--- src/hw/hic_pkg.sv ---
// Package for the host interrupt output control block.
// Assumes a 40 MHz system clock and 32-bit host accesses on word offsets.
package hic_pkg;

  // Register byte offsets on the host bus
  localparam logic [7:0] CHIP_IDENTITY_REVISION_OFS   = 8'h50;
  localparam logic [7:0] PIN_CFG_OFS  = 8'h54;
  localparam logic [7:0] PENDING_OFS  = 8'h58;
  localparam logic [7:0] MASK_OFS     = 8'h5C;

  // Field positions in interrupt_pin_config
  localparam int INTERVAL_LSB  = 24;
  localparam int INTERVAL_MSB  = 31;
  localparam int RESTART_BIT   = 14;
  localparam int ACTIVE_BIT    = 13;
  localparam int MASTER_BIT    = 12;
  localparam int PIN_EN_BIT    = 8;
  localparam int POLARITY_BIT  = 4;
  localparam int DRIVER_BIT    = 0;

  // Power event source position in the pending flags
  localparam int POWER_EVENT_BIT = 17;

  // Reset values
  localparam logic [31:0] PIN_CFG_RST = 32'h00000000;
  localparam logic [31:0] PENDING_RST = 32'h00000000;
  localparam logic [31:0] MASK_RST    = 32'h00000000;
  localparam logic [31:0] RDATA_RST   = 32'h00000000;

  // Identity defaults, values arbitrary
  localparam logic [15:0] DESIGN_ID_DFLT = 16'hA5C3;
  localparam logic [15:0] REVISION_DFLT  = 16'h0001;

  // Hold-off tick timing
  localparam int CLK_PERIOD_PS  = 25000;
  localparam int TICK_PERIOD_US = 10;
  localparam int TICK_CYCLES    = (TICK_PERIOD_US * 1000000) / CLK_PERIOD_PS;
  localparam int TICK_CNT_W     = $clog2(TICK_CYCLES);
  localparam logic [TICK_CNT_W-1:0] TICK_LAST = TICK_CNT_W'(TICK_CYCLES - 1);

  // One host bus access, sampled on the clock edge
  typedef struct packed {
    logic        sel;
    logic        wr;
    logic        rd;
    logic [7:0]  addr;
    logic [31:0] wdata;
  } hic_host_req_t;

  // Pin drive pair for the request output
  typedef struct packed {
    logic out;
    logic oe;
  } hic_pin_t;

endpackage : hic_pkg

--- src/hw/hic_irq_ctrl.sv ---
// Host interrupt request output control: pending flags, mask, hold-off
// timer, pin enable, polarity and driver type, plus identity register.
// Assumes host accesses synchronous to i_ref_clk, one cycle per access.
//
// Overview of operation
// - Event inputs set pending flags, one bit per source
// - Host clears a flag by writing one to it
// - Mask picks which flags reach the combined line
// - Combined line reads back in the config register
// - Pin logic adds enable, hold-off, polarity, driver type
//
// Hold-off behaviour
// - Interval counts in steps of the 10 us tick
// - Starts when the logical request drops
// - Restart bit starts a fresh interval at any time
// - Zero interval cancels hold-off at once
// - Held interrupts show again when the interval ends
// - Power event source is never held off
//
// Timing summary
// - Pin outputs registered, one cycle behind logic
// - Read data registered, answer pulse next cycle
// - Writes take effect on the edge they are sampled
//
// Reset summary
// - System reset clears every register and the pin
// - Software reset spares the driver-type bit
// - Pin flops follow logic after software reset
//
// Limitations
// - Full 32-bit accesses only, no byte lanes
// - Tick length fixed by the package clock period
// - Shortened interval ends at the next tick
// - Restart with zero interval starts no hold-off at all
// - Reserved bits are dropped on write, read zero
//
// Trade-offs
// - Live interval compare, so no shadow copy needed
// - Prescaler idles outside intervals to save toggles
// - Open-drain never drives high, safe on shared wire
//
// Integration hints
// - Tie i_soft_rst low if no software reset exists
// - Event inputs may be level or pulse
// - Pull-up required on the pin when open-drain
// - Pin output enable high while driving

// Notes on behaviour
// - Interval byte 31:24, steps of 10 us
// - Zero interval disables hold-off, releases pending
// - New non-zero interval governs later interrupts
// - Power event source bypasses hold-off
// - Bit 14 restarts interval, self clears
// - Bit 13 shows hold-off in progress
// - Bit 12 shows combined internal line
// - Bit 8 low keeps pin deasserted
// - Bit 4 picks pin polarity
// - Bit 0 picks open-drain or push-pull
// - Open-drain forces active low, ignores polarity
// - Identity register: design id, revision
// - Config, pending, mask at 54h, 58h, 5Ch
// - Config fields all zero after reset
// - Driver bit survives software reset only
// - Writing one clears pending flag
module hic_irq_ctrl #(
  parameter logic [15:0] DESIGN_ID = hic_pkg::DESIGN_ID_DFLT,
  parameter logic [15:0] REVISION  = hic_pkg::REVISION_DFLT
) (
  input  wire logic                   i_ref_clk,
  input  wire logic                   i_rst,
  input  wire logic                   i_soft_rst,
  input  wire hic_pkg::hic_host_req_t i_host_req,
  input  wire logic [31:0]            i_src_event,
  output logic [31:0]                 o_host_rdata,
  output logic                        o_host_rvalid,
  output logic                        o_irq_out,
  output logic                        o_irq_oe
);

  // Every register other than the driver-type bit and the pin flops sees both resets
  logic        any_rst;

  // Decoded host strokes
  logic        wr_cfg;
  logic        wr_pending;
  logic        wr_mask;
  logic        rd_stb;

  // Configuration state
  logic [7:0]  interval_ff;
  logic        pin_en_ff;
  logic        polarity_ff;
  logic        driver_pp_ff;

  // Pending flags and mask
  logic [31:0] pending_ff;
  logic [31:0] nxt_pending;
  logic [31:0] mask_ff;

  // Combined lines
  logic [31:0] enabled_flags;
  logic        master_line;
  logic        power_line;

  // Hold-off timer state
  logic                         holdoff_active_ff;
  logic [hic_pkg::TICK_CNT_W-1:0] prescale_ff;
  logic [7:0]                   tick_cnt_ff;
  logic                         tick;
  logic                         restart_req;
  logic                         interval_zero;
  logic                         expire;

  // Pin assertion state
  logic        assert_now;
  logic        asserted_ff;
  logic        deassert_edge;
  hic_pkg::hic_pin_t nxt_pin;

  // Readback
  logic [31:0] cfg_view;
  logic [31:0] nxt_rdata;

  assign any_rst = i_rst | i_soft_rst;

  // Address decode; other offsets are not ours and are ignored on write
  assign wr_cfg     = i_host_req.sel & i_host_req.wr &
                      (i_host_req.addr == hic_pkg::PIN_CFG_OFS);
  assign wr_pending = i_host_req.sel & i_host_req.wr &
                      (i_host_req.addr == hic_pkg::PENDING_OFS);
  assign wr_mask    = i_host_req.sel & i_host_req.wr &
                      (i_host_req.addr == hic_pkg::MASK_OFS);
  assign rd_stb     = i_host_req.sel & i_host_req.rd;

  // Interval, pin enable and polarity follow both resets
  always_ff @(posedge i_ref_clk) begin
    if (any_rst) begin
      interval_ff <= hic_pkg::PIN_CFG_RST[hic_pkg::INTERVAL_MSB:hic_pkg::INTERVAL_LSB];
      pin_en_ff   <= hic_pkg::PIN_CFG_RST[hic_pkg::PIN_EN_BIT];
      polarity_ff <= hic_pkg::PIN_CFG_RST[hic_pkg::POLARITY_BIT];
    end else if (wr_cfg) begin
      // Reserved bits are dropped; host keeps them zero
      interval_ff <= i_host_req.wdata[hic_pkg::INTERVAL_MSB:hic_pkg::INTERVAL_LSB];
      pin_en_ff   <= i_host_req.wdata[hic_pkg::PIN_EN_BIT];
      polarity_ff <= i_host_req.wdata[hic_pkg::POLARITY_BIT];
    end
  end

  // Driver type ignores the software reset so a shared wire stays safe
  always_ff @(posedge i_ref_clk) begin
    if (i_rst) begin
      driver_pp_ff <= hic_pkg::PIN_CFG_RST[hic_pkg::DRIVER_BIT];
    end else if (wr_cfg) begin
      driver_pp_ff <= i_host_req.wdata[hic_pkg::DRIVER_BIT];
    end
  end

  // Mask register, plain read/write
  always_ff @(posedge i_ref_clk) begin
    if (any_rst) begin
      mask_ff <= hic_pkg::MASK_RST;
    end else if (wr_mask) begin
      mask_ff <= i_host_req.wdata;
    end
  end

  // Pending flags: a new event in the clear cycle wins over the clear
  always_comb begin
    nxt_pending = pending_ff;
    if (wr_pending) begin
      nxt_pending = nxt_pending & ~i_host_req.wdata;
    end
    nxt_pending = nxt_pending | i_src_event;
  end

  always_ff @(posedge i_ref_clk) begin
    if (any_rst) begin
      pending_ff <= hic_pkg::PENDING_RST;
    end else begin
      pending_ff <= nxt_pending;
    end
  end

  // Combined internal line, independent of pin enable and hold-off
  assign enabled_flags = pending_ff & mask_ff;
  assign master_line   = |enabled_flags;
  assign power_line    = enabled_flags[hic_pkg::POWER_EVENT_BIT];

  // Hold-off control terms
  assign restart_req   = wr_cfg & i_host_req.wdata[hic_pkg::RESTART_BIT];
  assign interval_zero = (interval_ff == 8'h00);
  assign tick          = (prescale_ff == hic_pkg::TICK_LAST);
  // Compare against the live setting so a new value takes effect at once
  assign expire        = tick & ((tick_cnt_ff + 8'h01) >= interval_ff);

  // Pin goes quiet while hold-off runs, except for the power event
  assign assert_now    = pin_en_ff &
                         ((master_line & ~holdoff_active_ff) | power_line);
  assign deassert_edge = asserted_ff & ~assert_now;

  // Hold-off interval state
  // Priority order matters here:
  // - A zero write wins over everything else
  // - Restart beats a running or idle interval
  // - A stored zero keeps the timer parked
  // - A pin deassertion opens a new interval
  // - Expiry closes the interval last
  // Hazard: reordering lets a stale restart reopen hold-off
  always_ff @(posedge i_ref_clk) begin
    if (any_rst) begin
      holdoff_active_ff <= 1'b0;
    end else if (wr_cfg &&
                 i_host_req.wdata[hic_pkg::INTERVAL_MSB:hic_pkg::INTERVAL_LSB] == 8'h00) begin
      // Zero written: drop hold-off, held interrupts pass next cycle
      holdoff_active_ff <= 1'b0;
    end else if (restart_req) begin
      holdoff_active_ff <= 1'b1;
    end else if (interval_zero) begin
      holdoff_active_ff <= 1'b0;
    end else if (deassert_edge) begin
      holdoff_active_ff <= 1'b1;
    end else if (holdoff_active_ff && expire) begin
      holdoff_active_ff <= 1'b0;
    end
  end

  // Prescaler makes the 10 us tick; it only runs inside an interval
  // Cleared on every start so each interval is whole ticks
  // Limitation: first tick lands a full tick after start
  always_ff @(posedge i_ref_clk) begin
    if (any_rst) begin
      prescale_ff <= '0;
    end else if (restart_req || deassert_edge || interval_zero || !holdoff_active_ff) begin
      prescale_ff <= '0;
    end else if (tick) begin
      prescale_ff <= '0;
    end else begin
      prescale_ff <= prescale_ff + hic_pkg::TICK_CNT_W'(1);
    end
  end

  // Tick count inside the interval
  // Eight bits cover the largest interval value
  // Count never wraps: expiry stops the interval first
  always_ff @(posedge i_ref_clk) begin
    if (any_rst) begin
      tick_cnt_ff <= 8'h00;
    end else if (restart_req || deassert_edge || interval_zero || !holdoff_active_ff) begin
      tick_cnt_ff <= 8'h00;
    end else if (tick) begin
      tick_cnt_ff <= tick_cnt_ff + 8'h01;
    end
  end

  // Remember the logical pin state to catch the deassertion
  always_ff @(posedge i_ref_clk) begin
    if (any_rst) begin
      asserted_ff <= 1'b0;
    end else begin
      asserted_ff <= assert_now;
    end
  end

  // Pin drive: open-drain pulls low only, push-pull obeys polarity
  // Open-drain releases the wire when idle; pull-up gives high
  // Push-pull always drives, idle level is inverse of active
  always_comb begin
    nxt_pin = '0;
    if (!driver_pp_ff) begin
      nxt_pin.out = 1'b0;
      nxt_pin.oe  = assert_now;
    end else begin
      nxt_pin.oe  = 1'b1;
      nxt_pin.out = polarity_ff ? assert_now : ~assert_now;
    end
  end

  // Registered pin outputs; a push-pull pin idles high-level-low safely
  always_ff @(posedge i_ref_clk) begin
    if (i_rst) begin
      o_irq_out <= 1'b0;
      o_irq_oe  <= 1'b0;
    end else begin
      o_irq_out <= nxt_pin.out;
      o_irq_oe  <= nxt_pin.oe;
    end
  end

  // Config readback; restart bit always reads zero, reserved bits zero
  always_comb begin
    cfg_view = 32'h00000000;
    cfg_view[hic_pkg::INTERVAL_MSB:hic_pkg::INTERVAL_LSB] = interval_ff;
    cfg_view[hic_pkg::ACTIVE_BIT]   = holdoff_active_ff;
    cfg_view[hic_pkg::MASTER_BIT]   = master_line;
    cfg_view[hic_pkg::PIN_EN_BIT]   = pin_en_ff;
    cfg_view[hic_pkg::POLARITY_BIT] = polarity_ff;
    cfg_view[hic_pkg::DRIVER_BIT]   = driver_pp_ff;
  end

  // Read mux; unmapped offsets answer zero
  // Identity word is fixed by parameters, writes ignored
  // Pending flags read raw, before the mask
  always_comb begin
    case (i_host_req.addr)
      hic_pkg::CHIP_IDENTITY_REVISION_OFS:  nxt_rdata = {DESIGN_ID, REVISION};
      hic_pkg::PIN_CFG_OFS: nxt_rdata = cfg_view;
      hic_pkg::PENDING_OFS: nxt_rdata = pending_ff;
      hic_pkg::MASK_OFS:    nxt_rdata = mask_ff;
      default:              nxt_rdata = 32'h00000000;
    endcase
  end

  // Read data held until the next read
  always_ff @(posedge i_ref_clk) begin
    if (any_rst) begin
      o_host_rdata <= hic_pkg::RDATA_RST;
    end else if (rd_stb) begin
      o_host_rdata <= nxt_rdata;
    end
  end

  // One-cycle read answer strobe
  always_ff @(posedge i_ref_clk) begin
    if (any_rst) begin
      o_host_rvalid <= 1'b0;
    end else begin
      o_host_rvalid <= rd_stb;
    end
  end

endmodule : hic_irq_ctrl

--- config.mk ---
export PLATFORM = sky130hd
export DESIGN_NAME = hic_irq_ctrl
export DESIGN_NICKNAME = d
export VERILOG_FILES = /design/src/hw/hic_pkg.sv /design/src/hw/hic_irq_ctrl.sv
export SDC_FILE = /design/constraint.sdc
export NUM_CORES = 1
export LEC_CHECK = 0
export BUFFER_PORTS_ARGS = -buffer_cell sky130_fd_sc_hd__clkbuf_2
export CAP_MARGIN = 20
export CELL_PAD_IN_SITES_DETAIL_PLACEMENT = 0
export CELL_PAD_IN_SITES_GLOBAL_PLACEMENT = 1
export CORE_MARGIN = 5
export CORE_UTILIZATION = 34
export CTS_BUF_LIST = sky130_fd_sc_hd__clkbuf_16
export DETAILED_ROUTE_END_ITERATION = 6
export PLACE_DENSITY = 0.78
export RECOVER_POWER = 50
export REMOVE_ABC_BUFFERS = 1
export SLEW_MARGIN = 20
export SYNTH_ARGS = -nofsm -noshare
export SYNTH_HDL_FRONTEND = slang
export SYNTH_SLANG_ARGS = --single-unit
--- constraint.sdc ---
create_clock -name i_ref_clk -period 2.21 [get_ports i_ref_clk]
set_clock_uncertainty 0.2 [all_clocks]
set_input_delay 0.1105 -clock i_ref_clk [delete_from_list [all_inputs] [get_ports i_ref_clk]]
set_output_delay 0.1105 -clock i_ref_clk [all_outputs]
set_load 0.05 [all_outputs]
==> results of run 1 <==
==> logic make-up after synthesis <==
family | Yosys count | share of synthesized area
buffers and inverters | 50 | 0.0428
AND/OR/NAND/NOR | 289 | 0.218
XOR/XNOR | 19 | 0.0292
flip-flops | 129 | 0.453
AO/OA/AOI/OAI | 160 | 0.188
multiplexers | 26 | 0.0474
adder cells (fa/ha/maj) | 10 | 0.0219
==> cell usage after synthesis, drive strengths merged <==
library cell	instances	area, sq um
nor3	3	20.0
a22o	2	17.5
a21o	2	15.0
and4	1	8.76
o311ai	1	8.76
a31oi	3	18.8
and2	3	18.8
a211oi	2	15.0
and4bb	1	12.5
ha	10	125
or3	1	6.26
nand4	2	12.5
dfxtp	129	2580
nand2b	6	37.5
a31o	1	8.76
mux2i	18	180
mux2	8	90.1
inv	12	45.0
clkbuf	20	75.1
nand3	11	55.1
a21oi	78	503
and2b	1	7.51
xnor2	7	61.3
nand2	154	603
a22oi	37	278
o2111ai	5	43.8
nor2b	2	12.5
buf	18	124
nor4	7	58.8
or2	3	18.8
a2111oi	4	35.0
nor2	87	327
xor2	12	105
nand4b	1	8.76
and3	6	37.5
o31ai	1	7.51
o21ai	24	120
==> final timing paths <==
check | cells after the start | startpoint | end | slack, ns
hold reg to reg | 2 | o_host_rdata[5] | o_host_rdata[5] | 0.25
setup / recovery | 10 | tick_cnt_ff[0] | holdoff_active_ff | 0.005
setup reg to reg | 10 | tick_cnt_ff[0] | holdoff_active_ff | 0.005
hold / removal | 5 | i_host_req[32] | holdoff_active_ff | 0.03
==> tightest hold or removal path, delay by kind of cell <==
kind / cells / cell delay (ns)
simple gates: 3 / 0.32
buf+inv: 1 / 0.08
compound gates: 1 / 0.08
==> sequential cells by signal, summed over array words and instances (netlist names) <==
| register | count |
|---|---|
| mask_ff | 32 |
| o_host_rdata | 32 |
| pending_ff | 32 |
| prescale_ff | 9 |
| interval_ff | 8 |
| tick_cnt_ff | 8 |
| asserted_ff | 1 |
| driver_pp_ff | 1 |
| holdoff_active_ff | 1 |
| o_host_rvalid | 1 |
| o_irq_oe | 1 |
| o_irq_out | 1 |
| pin_en_ff | 1 |
| polarity_ff | 1 |
==> routing by layer <==
metal | vias to the layer above | global-route usage
li1 | 2808 | -
met1 | 2641 | 0.246
met2 | 140 | 0.310
met3 | 22 | 0.0449
met4 | 0 | 0.0515
met5 | - | 0
==> what timing repair did <==
| action | CTS | global route |
|---|---|---|
| gates cloned | 0 | 1 |
| hold endpoints to repair | 84 | 0 |
| hold buffers | 107 | 0 |
| pin swaps | 2 | 5 |
| resized for setup | 4 | 12 |
| endpoints found under the setup margin | 1 | 54 |
| buffers inserted | 0 | 2 |
==> layout make-up <==
class | count | area, sq um | area share
inverters | 12 | 45.0 | 0.00547
flip-flops and latches | 129 | 2590 | 0.314
multi-input cells | 504 | 2870 | 0.348
well taps | 220 | 275 | 0.0334
clock inverters | 14 | 174 | 0.0211
clock buffers | 17 | 425 | 0.0517
repair buffers | 250 | 1860 | 0.226
==> power breakdown <==
group,switching (mW),total (mW),internal [mW]
combinational,0.182,0.406,0.224
sequential,0.0270,2.38,2.36
clock,1.02,2.87,1.86
total,1.23,5.66,4.44
==> results.ini, run 1 <==
[outcome]
status=finished, final reports clean

[setup_path]
critPathArrivalTime_ns=2.35
critPathLaunchType=flip-flop
cp_max_fo=3
path_cells=and3_4, and3_4, xor2_1, ha_1, a21o_1, a21oi_2, nor2b_1, o31ai_1, o21ai_1, a31oi_1
path_common_cell=and3_4
worst_path_largest_cell_delay_ns=0.34
crit_family=compound AO/OA/AOI/OAI gates
required_ns=2.35
critPathKind=reg2reg
crit_path_top_delay_cell=dfxtp_2
worst-path-buf-inv=0
worst_setup_path_end_kind=flip-flop

[timing]
tightest_slew_ns=0.786
min_period_over_period=0.998
rsz0062_at_grt=true
period_minus_slack_ns=2.21
hold-worst-slack_ns=0.0255
final.setup.tns_ns=0
fmaxAchievable_mhz=453
relSlewSlack=0.476
fin_ws_ns=0.00482
finalHoldViolCount=0
setup_violations=0
final_max_slew_viol_count=0

[cts]
cts_tree=done
cts_buffers=17
clkTransAtPathRegs_ns=0.05
clockBufferDepth=2
clock-root-buffer=clkbuf_16
ctsHtreeMaxLevel=4
insertion_delay_ns=0.42
cts.sinks=129

[grt]
grtUsageTotal=0.188
grt_pass1_wl_microns=29300
first_global_vias=5584
overflow=0
antenna_found_initial=0
grt_max_degree=53

[placed_design]
dp_hpwl_microns=12000
gp_congestion=0.783
preCtsSetupSlack_ns=-0.00153
placed_area_sq_mm=0.00659
io_buffers=112
place_inst=1006

[synth]
synth_seq_area_share=0.453
yosysUniqueCellTypes=45
synth_seq_cells=129
synth_area_per_cell_sq_um=8.35
synthCells=683
synth_warnings=0
synth_area_sq_mm=0.00570

[drt]
drt-total-wl_microns=18200
drc=0
viasPerCell=4.90
wl_per_cell_microns=15.8
wl_met1_microns=8400
vias=5611
drtAntennaViolNets=0
drt_iter0_drc=335
wl_met3_microns=862
dr.pass1.iters=5
top_layer=met4
wl_met2_microns=8650

[pwr]
p_total_mw=5.66
p_leak_nw=3.22
peakVddDrop_v=0.000505
p_per_area_mw_per_mm2=688

[floorplan]
core_area_sq_mm=0.0165
io_pins=113
dieArea_sq_mm=0.0195
die_w_microns=140
rows=47
die_h_microns=140
initial_core_util=0.345

[flow_run]
drv_cap=0

[finish]
drive_gt1_frac=0.195
fillers=1610
syn_to_final_growth_pct=44.3
nNetsFinal=1002
antenna_cells=0
layout_commonest_cell=nand2_1
final_area_sq_mm=0.00823
fin_util=0.498
fin_cells=1146
final_cell_mix=nand2_1 (143), dfxtp_1 (126), dlygate4sd3_1 (106), nor2_1 (87), clkbuf_2 (76)

[hold_path]
min_path_type=in2reg

No activity file was read; power rests on OpenSTA's default activity.
==> run 2: changes to the inputs <==
--- a/config.mk
+++ b/config.mk
@@ -13,10 +13,8 @@
 export CORE_UTILIZATION = 34
 export CTS_BUF_LIST = sky130_fd_sc_hd__clkbuf_16
 export DETAILED_ROUTE_END_ITERATION = 6
-export PLACE_DENSITY = 0.78
+export PLACE_DENSITY = 0.75
 export RECOVER_POWER = 50
-export REMOVE_ABC_BUFFERS = 1
-export SLEW_MARGIN = 20
 export SYNTH_ARGS = -nofsm -noshare
 export SYNTH_HDL_FRONTEND = slang
 export SYNTH_SLANG_ARGS = --single-unit
==> constraint.sdc (replaced) <==
create_clock -name i_ref_clk -period 2.7 [get_ports i_ref_clk]
set_clock_uncertainty 0.2 [all_clocks]
set_input_delay 0.135 -clock i_ref_clk [delete_from_list [all_inputs] [get_ports i_ref_clk]]
set_output_delay 0.135 -clock i_ref_clk [all_outputs]
set_load 0.05 [all_outputs]
==> run 2 against run 1 <==
  * Fmax is 4.9% lower
  * Combinational power is 20% lower
  * First-iteration DRC count is 9.0% lower
  * Core utilization is 2.0 points lower
  * Final area is 4.0% lower
  * Register-to-register slack better by 0.38 ns
  * Die area stayed put
  * Via count is 2.9% lower
  * Total power is 25% lower
  * Global-route usage is 0.40 points lower
  * Critical path type unchanged
==> results.ini, run 2 (synthesis results as in run 1) <==
[setup_path]
reg2reg_depth=10  ; unchanged
r2r_end=holdoff_active_ff
critPathLaunchType=flip-flop
worst_setup_path_end_kind=flip-flop
critPathArrivalTime_ns=2.47  ; +0.12 ns
required_ns=2.85  ; +0.50 ns
reg2reg_from=tick_cnt_ff[2]
critPathKind=reg2reg
cp_max_fo=4  ; +1
crit_start=tick_cnt_ff[2]
r2r_slack_ns=0.38  ; +0.38 ns
crit_path_end=holdoff_active_ff

[cts]
ctsHtreeMaxLevel=4  ; unchanged
cts_setup_buffers=0  ; unchanged
clockBufferDepth=2  ; unchanged
post_cts_resized=0  ; -4
cts_buffers=17  ; unchanged
cts.sinks=129  ; unchanged
clock-root-buffer=clkbuf_16
insertion_delay_ns=0.43  ; about the same
clkTransAtPathRegs_ns=0.05  ; about the same
cts_tree=done
postCtsHoldBufs=99  ; -7.5%

[placed_design]
place_inst=992  ; -1.4%
io_buffers=112  ; unchanged
preCtsSetupSlack_ns=0.365  ; +0.367 ns
gp_congestion=0.775  ; -1.0%
dp_hpwl_microns=12200  ; +1.0%

[drt]
dr.pass1.iters=5  ; unchanged
drtAntennaViolNets=0  ; unchanged
drt_iter0_drc=305  ; -9.0%
viasPerCell=4.85  ; -0.99%
vias=5449  ; -2.9%
drc=0  ; unchanged
wl_per_cell_microns=15.6  ; -1.2%
drt-total-wl_microns=17600  ; -3.1%

[outcome]
status=finished, final reports clean

[finish]
register_area_sq_mm=0.00258  ; -0.14%
multi_input_area_sq_mm=0.00284  ; -1.1%
fin_cells=1124  ; -1.9%
final_cell_mix=nand2_1 (144), dfxtp_1 (129), dlygate4sd3_1 (99), nor2_1 (87), clkbuf_2 (78)
fillers=1652  ; +2.6%
antenna_cells=0  ; unchanged
drive_gt1_frac=0.174  ; -0.0218
syn_to_final_growth_pct=38.5
reg_top3=mask_ff: 32 flops, o_host_rdata: 32 flops, pending_ff: 32 flops
fin_util=0.478  ; -0.0199
layout_commonest_cell=nand2_1
nNetsFinal=979  ; -2.3%

[timing]
fin_ws_ns=0.381  ; +0.377 ns
rsz0062_at_grt=false
fmaxAchievable_mhz=431  ; -4.9%
relSlewSlack=0.140  ; -0.336
final_max_slew_viol_count=0  ; unchanged
finalHoldViolCount=0  ; unchanged
min_period_over_period=0.859  ; -0.139
period_minus_slack_ns=2.32  ; +0.113 ns
final.setup.tns_ns=0  ; unchanged
setup_violations=0  ; unchanged
tightest_slew_ns=1.29  ; +0.504 ns

[grt]
overflow=0  ; unchanged
first_global_vias=5364  ; -3.9%
grt_pass1_wl_microns=28600  ; -2.3%
grtUsageTotal=0.184  ; -0.00397
antenna_found_initial=0  ; unchanged
grt_max_degree=53  ; unchanged

[floorplan]
die_w_microns=140  ; unchanged
io_pins=113  ; unchanged
rows=47  ; unchanged
initial_core_util=0.345  ; unchanged
die_h_microns=140  ; unchanged
dieArea_sq_mm=0.0195  ; unchanged
core_area_sq_mm=0.0165  ; unchanged

[pwr]
p_per_area_mw_per_mm2=539  ; -22%
p_leak_nw=3.04  ; -5.8%
peakVddDrop_v=0.000468  ; -7.3%

[hold_path]
min_path_type=in2reg

[flow_run]
drv_cap=0  ; unchanged

[synth]
synthesis.nets=771

## run 2: final cells by class
| class | instances | area share |
|---|---|---|
| Clock buffer | 17 | 0.0538 |
| Clock inverter | 15 | 0.0101 |
| Inverter | 12 | 0.00570 |
| Multi-Input combinational cell | 504 | 0.359 |
| Sequential cell | 129 | 0.327 |
| Tap cell | 220 | 0.0348 |
| Timing Repair Buffer | 227 | 0.210 |
## run 2: routing by layer
metal | track usage | up-vias | wire length, microns
met3 | 0.0436 | 22 | 879
met4 | 0.0654 | 0 | 323
met5 | 0 | - | 0
met1 | 0.246 | 2541 | 8390
li1 | - | 2757 | -
met2 | 0.290 | 129 | 7990
## run 2: critical path, stage by stage (launching register included)
cell and delay, ns:
dfxtp_1 0.38, and3_1 0.22, and3_1 0.22, xor2_1 0.17, ha_1 0.26, a21o_1 0.17
a21oi_1 0.14, nor2b_1 0.06, o31ai_1 0.17, o21ai_0 0.11, a31oi_1 0.16
## run 2: power by group
| part | switching, mW | internal (mW) |
|---|---|---|
| logic | 0.146 | 0.178 |
| registers | 0.0234 | 1.93 |
| clock network | 0.839 | 1.14 |
| total | 1.01 | 3.25 |
## run 2: stage by stage
stage          hold slack [ns]  total power [mW]  area [sq um]
3_3_place_gp             0.141              2.20          6500
4_1_cts                 0.0119              4.30          8000
5_1_grt                 0.0718              4.40          7900
3_5_place_dp             0.146              2.20          6500
2_1_floorplan          0.00407              2.08          5700
6_report                0.0377              4.26          7900
## run 2: worst min path at each step
stage | depth (start not counted) | from | endpoint | slack (ns)
after global routing | 5 | i_host_req[32] | holdoff_active_ff | 0.07
after detailed placement | 3 | i_src_event[23] | pending_ff[23] | 0.15
final | 5 | i_host_req[32] | holdoff_active_ff | 0.04
after floorplan | 1 | i_rst | o_irq_oe | 0.004
after CTS | 4 | i_host_req[34] | o_host_rdata[17] | 0.01
after global placement | 3 | i_src_event[7] | pending_ff[7] | 0.14
==> run 3: changes to the inputs <==
--- a/config.mk
+++ b/config.mk
@@ -5,7 +5,6 @@
 export SDC_FILE = /design/constraint.sdc
 export NUM_CORES = 1
 export LEC_CHECK = 0
-export BUFFER_PORTS_ARGS = -buffer_cell sky130_fd_sc_hd__clkbuf_2
 export CAP_MARGIN = 20
 export CELL_PAD_IN_SITES_DETAIL_PLACEMENT = 0
 export CELL_PAD_IN_SITES_GLOBAL_PLACEMENT = 1
@@ -13,7 +12,8 @@
 export CORE_UTILIZATION = 34
 export CTS_BUF_LIST = sky130_fd_sc_hd__clkbuf_16
 export DETAILED_ROUTE_END_ITERATION = 6
-export PLACE_DENSITY = 0.75
+export DONT_BUFFER_PORTS = 1
+export PLACE_DENSITY = 0.68
 export RECOVER_POWER = 50
 export SYNTH_ARGS = -nofsm -noshare
 export SYNTH_HDL_FRONTEND = slang
==> constraint.sdc (replaced) <==
create_clock -name i_ref_clk -period 2.7 [get_ports i_ref_clk]
set_clock_uncertainty 0.2 [all_clocks]
set_input_delay 0.405 -clock i_ref_clk [delete_from_list [all_inputs] [get_ports i_ref_clk]]
set_output_delay 0.405 -clock i_ref_clk [all_outputs]
set_load 0.05 [all_outputs]
==> run 3 against run 2 <==
  * Cell count is 10% lower
  * Combinational power is 26% lower
  * Flip-flop and latch count stayed put
  * Die area stayed put
  * Sequential share of layout area is 2.1 points higher
  * Global-route usage is 0.24 points lower
  * Core utilization is 2.9 points lower
  * Fmax is 3.9% lower
==> results.ini, run 3 (synthesis results as in run 1) <==
[outcome]
status=finished, final reports clean

[flow_run]
drv_cap=0  ; unchanged

[timing]
min_period_over_period=0.893  ; +0.0345
relSlewSlack=0.234  ; +0.0934
hold-worst-slack_ns=0.0351  ; -0.00261 ns
tightest_slew_ns=1.15  ; -0.140 ns
period_minus_slack_ns=2.41  ; +0.0933 ns
rsz0062_at_grt=false
final_max_slew_viol_count=0  ; unchanged
finalHoldViolCount=0  ; unchanged
final.setup.tns_ns=0  ; unchanged
fin_ws_ns=0.288  ; -0.0933 ns
fmaxAchievable_mhz=415  ; -3.9%
setup_violations=0  ; unchanged

[pwr]
peakVddDrop_v=0.000431  ; -8.0%
p_leak_nw=2.70  ; -11%
p_total_mw=4.55  ; +6.9%
p_per_area_mw_per_mm2=612  ; +14%

[setup_path]
crit_family=simple AND/OR/NAND/NOR gates
r2r_slack_ns=0.32  ; -0.06 ns
critPathLaunchType=input port
crit_path_top_delay_cell=dlygate4sd3_1
r2r_end=holdoff_active_ff
path_cells=and4bb_1, nand2_1, nor3_4, buf_12, nand2_1, a21oi_1, dlygate4sd3_1, nor2_1
required_ns=2.79  ; -0.06 ns
crit_path_end=pending_ff[10]
path_common_cell=nand2_1
crit_start=i_host_req[39]
worst_path_largest_cell_delay_ns=0.59  ; +0.21 ns
critPathKind=in2reg
critPathArrivalTime_ns=2.50  ; +0.03 ns
worst_setup_path_end_kind=flip-flop
reg2reg_from=tick_cnt_ff[0]
worst-path-buf-inv=2  ; +2
path_depth=8  ; -2
reg2reg_depth=10  ; unchanged
cp_max_fo=30  ; +26

[finish]
syn_to_final_growth_pct=30.2
antenna_cells=0  ; unchanged
fin_cells=1007  ; -10%
reg_top3=mask_ff: 32 flops, o_host_rdata: 32 flops, pending_ff: 32 flops
final_cell_mix=nand2_1 (144), dfxtp_1 (129), dlygate4sd3_1 (97), nor2_1 (87), a21oi_1 (60)
final_area_sq_mm=0.00743  ; -6.0%
fin_util=0.450  ; -0.0287
nNetsFinal=862  ; -12%
drive_gt1_frac=0.102  ; -0.0720
layout_commonest_cell=nand2_1

[grt]
grt_max_degree=82  ; +55%
grtUsageTotal=0.181  ; -0.00245
antenna_found_initial=0  ; unchanged
first_global_vias=5154  ; -3.9%
overflow=0  ; unchanged
grt_pass1_wl_microns=28100  ; -1.7%

[cts]
clockBufferDepth=2  ; unchanged
insertion_delay_ns=0.42  ; about the same
cts.sinks=129  ; unchanged
clock-root-buffer=clkbuf_16
ctsHtreeMaxLevel=4  ; unchanged
cts_tree=done
cts_buffers=17  ; unchanged
cts_setup_buffers=0  ; unchanged
clkTransAtPathRegs_ns=0.06  ; about the same

[placed_design]
io_buffers=0  ; -100%
gp_congestion=0.794  ; +2.5%
placed_area_sq_mm=0.00591  ; -9.0%
place_inst=878  ; -11%
preCtsSetupSlack_ns=0.311  ; -0.0544 ns
dp_hpwl_microns=12300  ; +1.0%

[drt]
drt_iter0_drc=279  ; -8.5%
top_layer=met4
wl_met3_microns=1280  ; +46%
wl_per_cell_microns=17.7  ; +13%
drtAntennaViolNets=0  ; unchanged
wl_met1_microns=7980  ; -4.9%
vias=5235  ; -3.9%
drt-total-wl_microns=17800  ; +1.3%
viasPerCell=5.20  ; +7.2%
dr.pass1.iters=5  ; unchanged
drc=0  ; unchanged
wl_met2_microns=8090  ; +1.3%

[floorplan]
io_pins=113  ; unchanged
die_w_microns=140  ; unchanged
die_h_microns=140  ; unchanged
initial_core_util=0.345  ; unchanged
rows=47  ; unchanged
core_area_sq_mm=0.0165  ; unchanged
dieArea_sq_mm=0.0195  ; unchanged

[hold_path]
min_path_type=in2reg

[synth]
synthesis.nets=771  ; unchanged

## run 3: cell count changes in the layout (fill, tap and decap cells not counted), sizes merged, moves of 2 or more
cell         previous run  this run
clkbuf                131        20
buf                    14        10
dlygate4sd3            99        97
bufinv                  0         4
inv                    16        14
clkinvlp                4         1
## run 3: repair_timing
action / 4_1_cts / 5_1_grt
hold buffers: 97 / 0
resized for setup: 0 / 0
endpoints found under the hold margin: 78 / 0
## run 3: cell type report
cell class	instances	area, sq um
Fill cell	1611	9100
Multi-Input combinational cell	504	2840
Sequential cell	129	2580
Timing Repair Buffer	110	1080
Clock buffer	17	425
Tap cell	220	275
Clock inverter	15	175
Inverter	12	45.0
## run 3: power by group
group          switching (mW)  leakage [nW]  internal, mW
Clock                   0.831         0.301          1.52
Sequential             0.0272          1.04          1.93
Combinational           0.103          1.35         0.138
## run 3: layer usage
layer  track usage  up-vias
met2         0.279      144
met1         0.237     2531
met4        0.0664        0
met3        0.0611       30
met5             0        -
li1              -     2530
## run 3: worst min-delay path by stage
stage                            end            from  depth (start not counted)  slack, ns
floorplan             prescale_ff[0]  prescale_ff[0]                          1       0.21
global placement      prescale_ff[0]  prescale_ff[0]                          1       0.22
detailed placement    prescale_ff[0]  prescale_ff[0]                          1       0.24
CTS                 o_host_rdata[12]  i_host_req[35]                          3       0.02
global route        o_host_rdata[12]  i_host_req[35]                          2       0.03
finish              o_host_rdata[12]  i_host_req[35]                          3       0.04
## run 3: worst reg2reg max path, cell delays in order (launching register included)
cell and delay (ns):
dfxtp_1 0.39, and3_1 0.23, and3_1 0.23, nand3_1 0.12, xnor2_1 0.15, ha_1 0.30
nand4_1 0.10, a211oi_1 0.26, o31ai_1 0.11, o21ai_0 0.11, a31oi_1 0.09
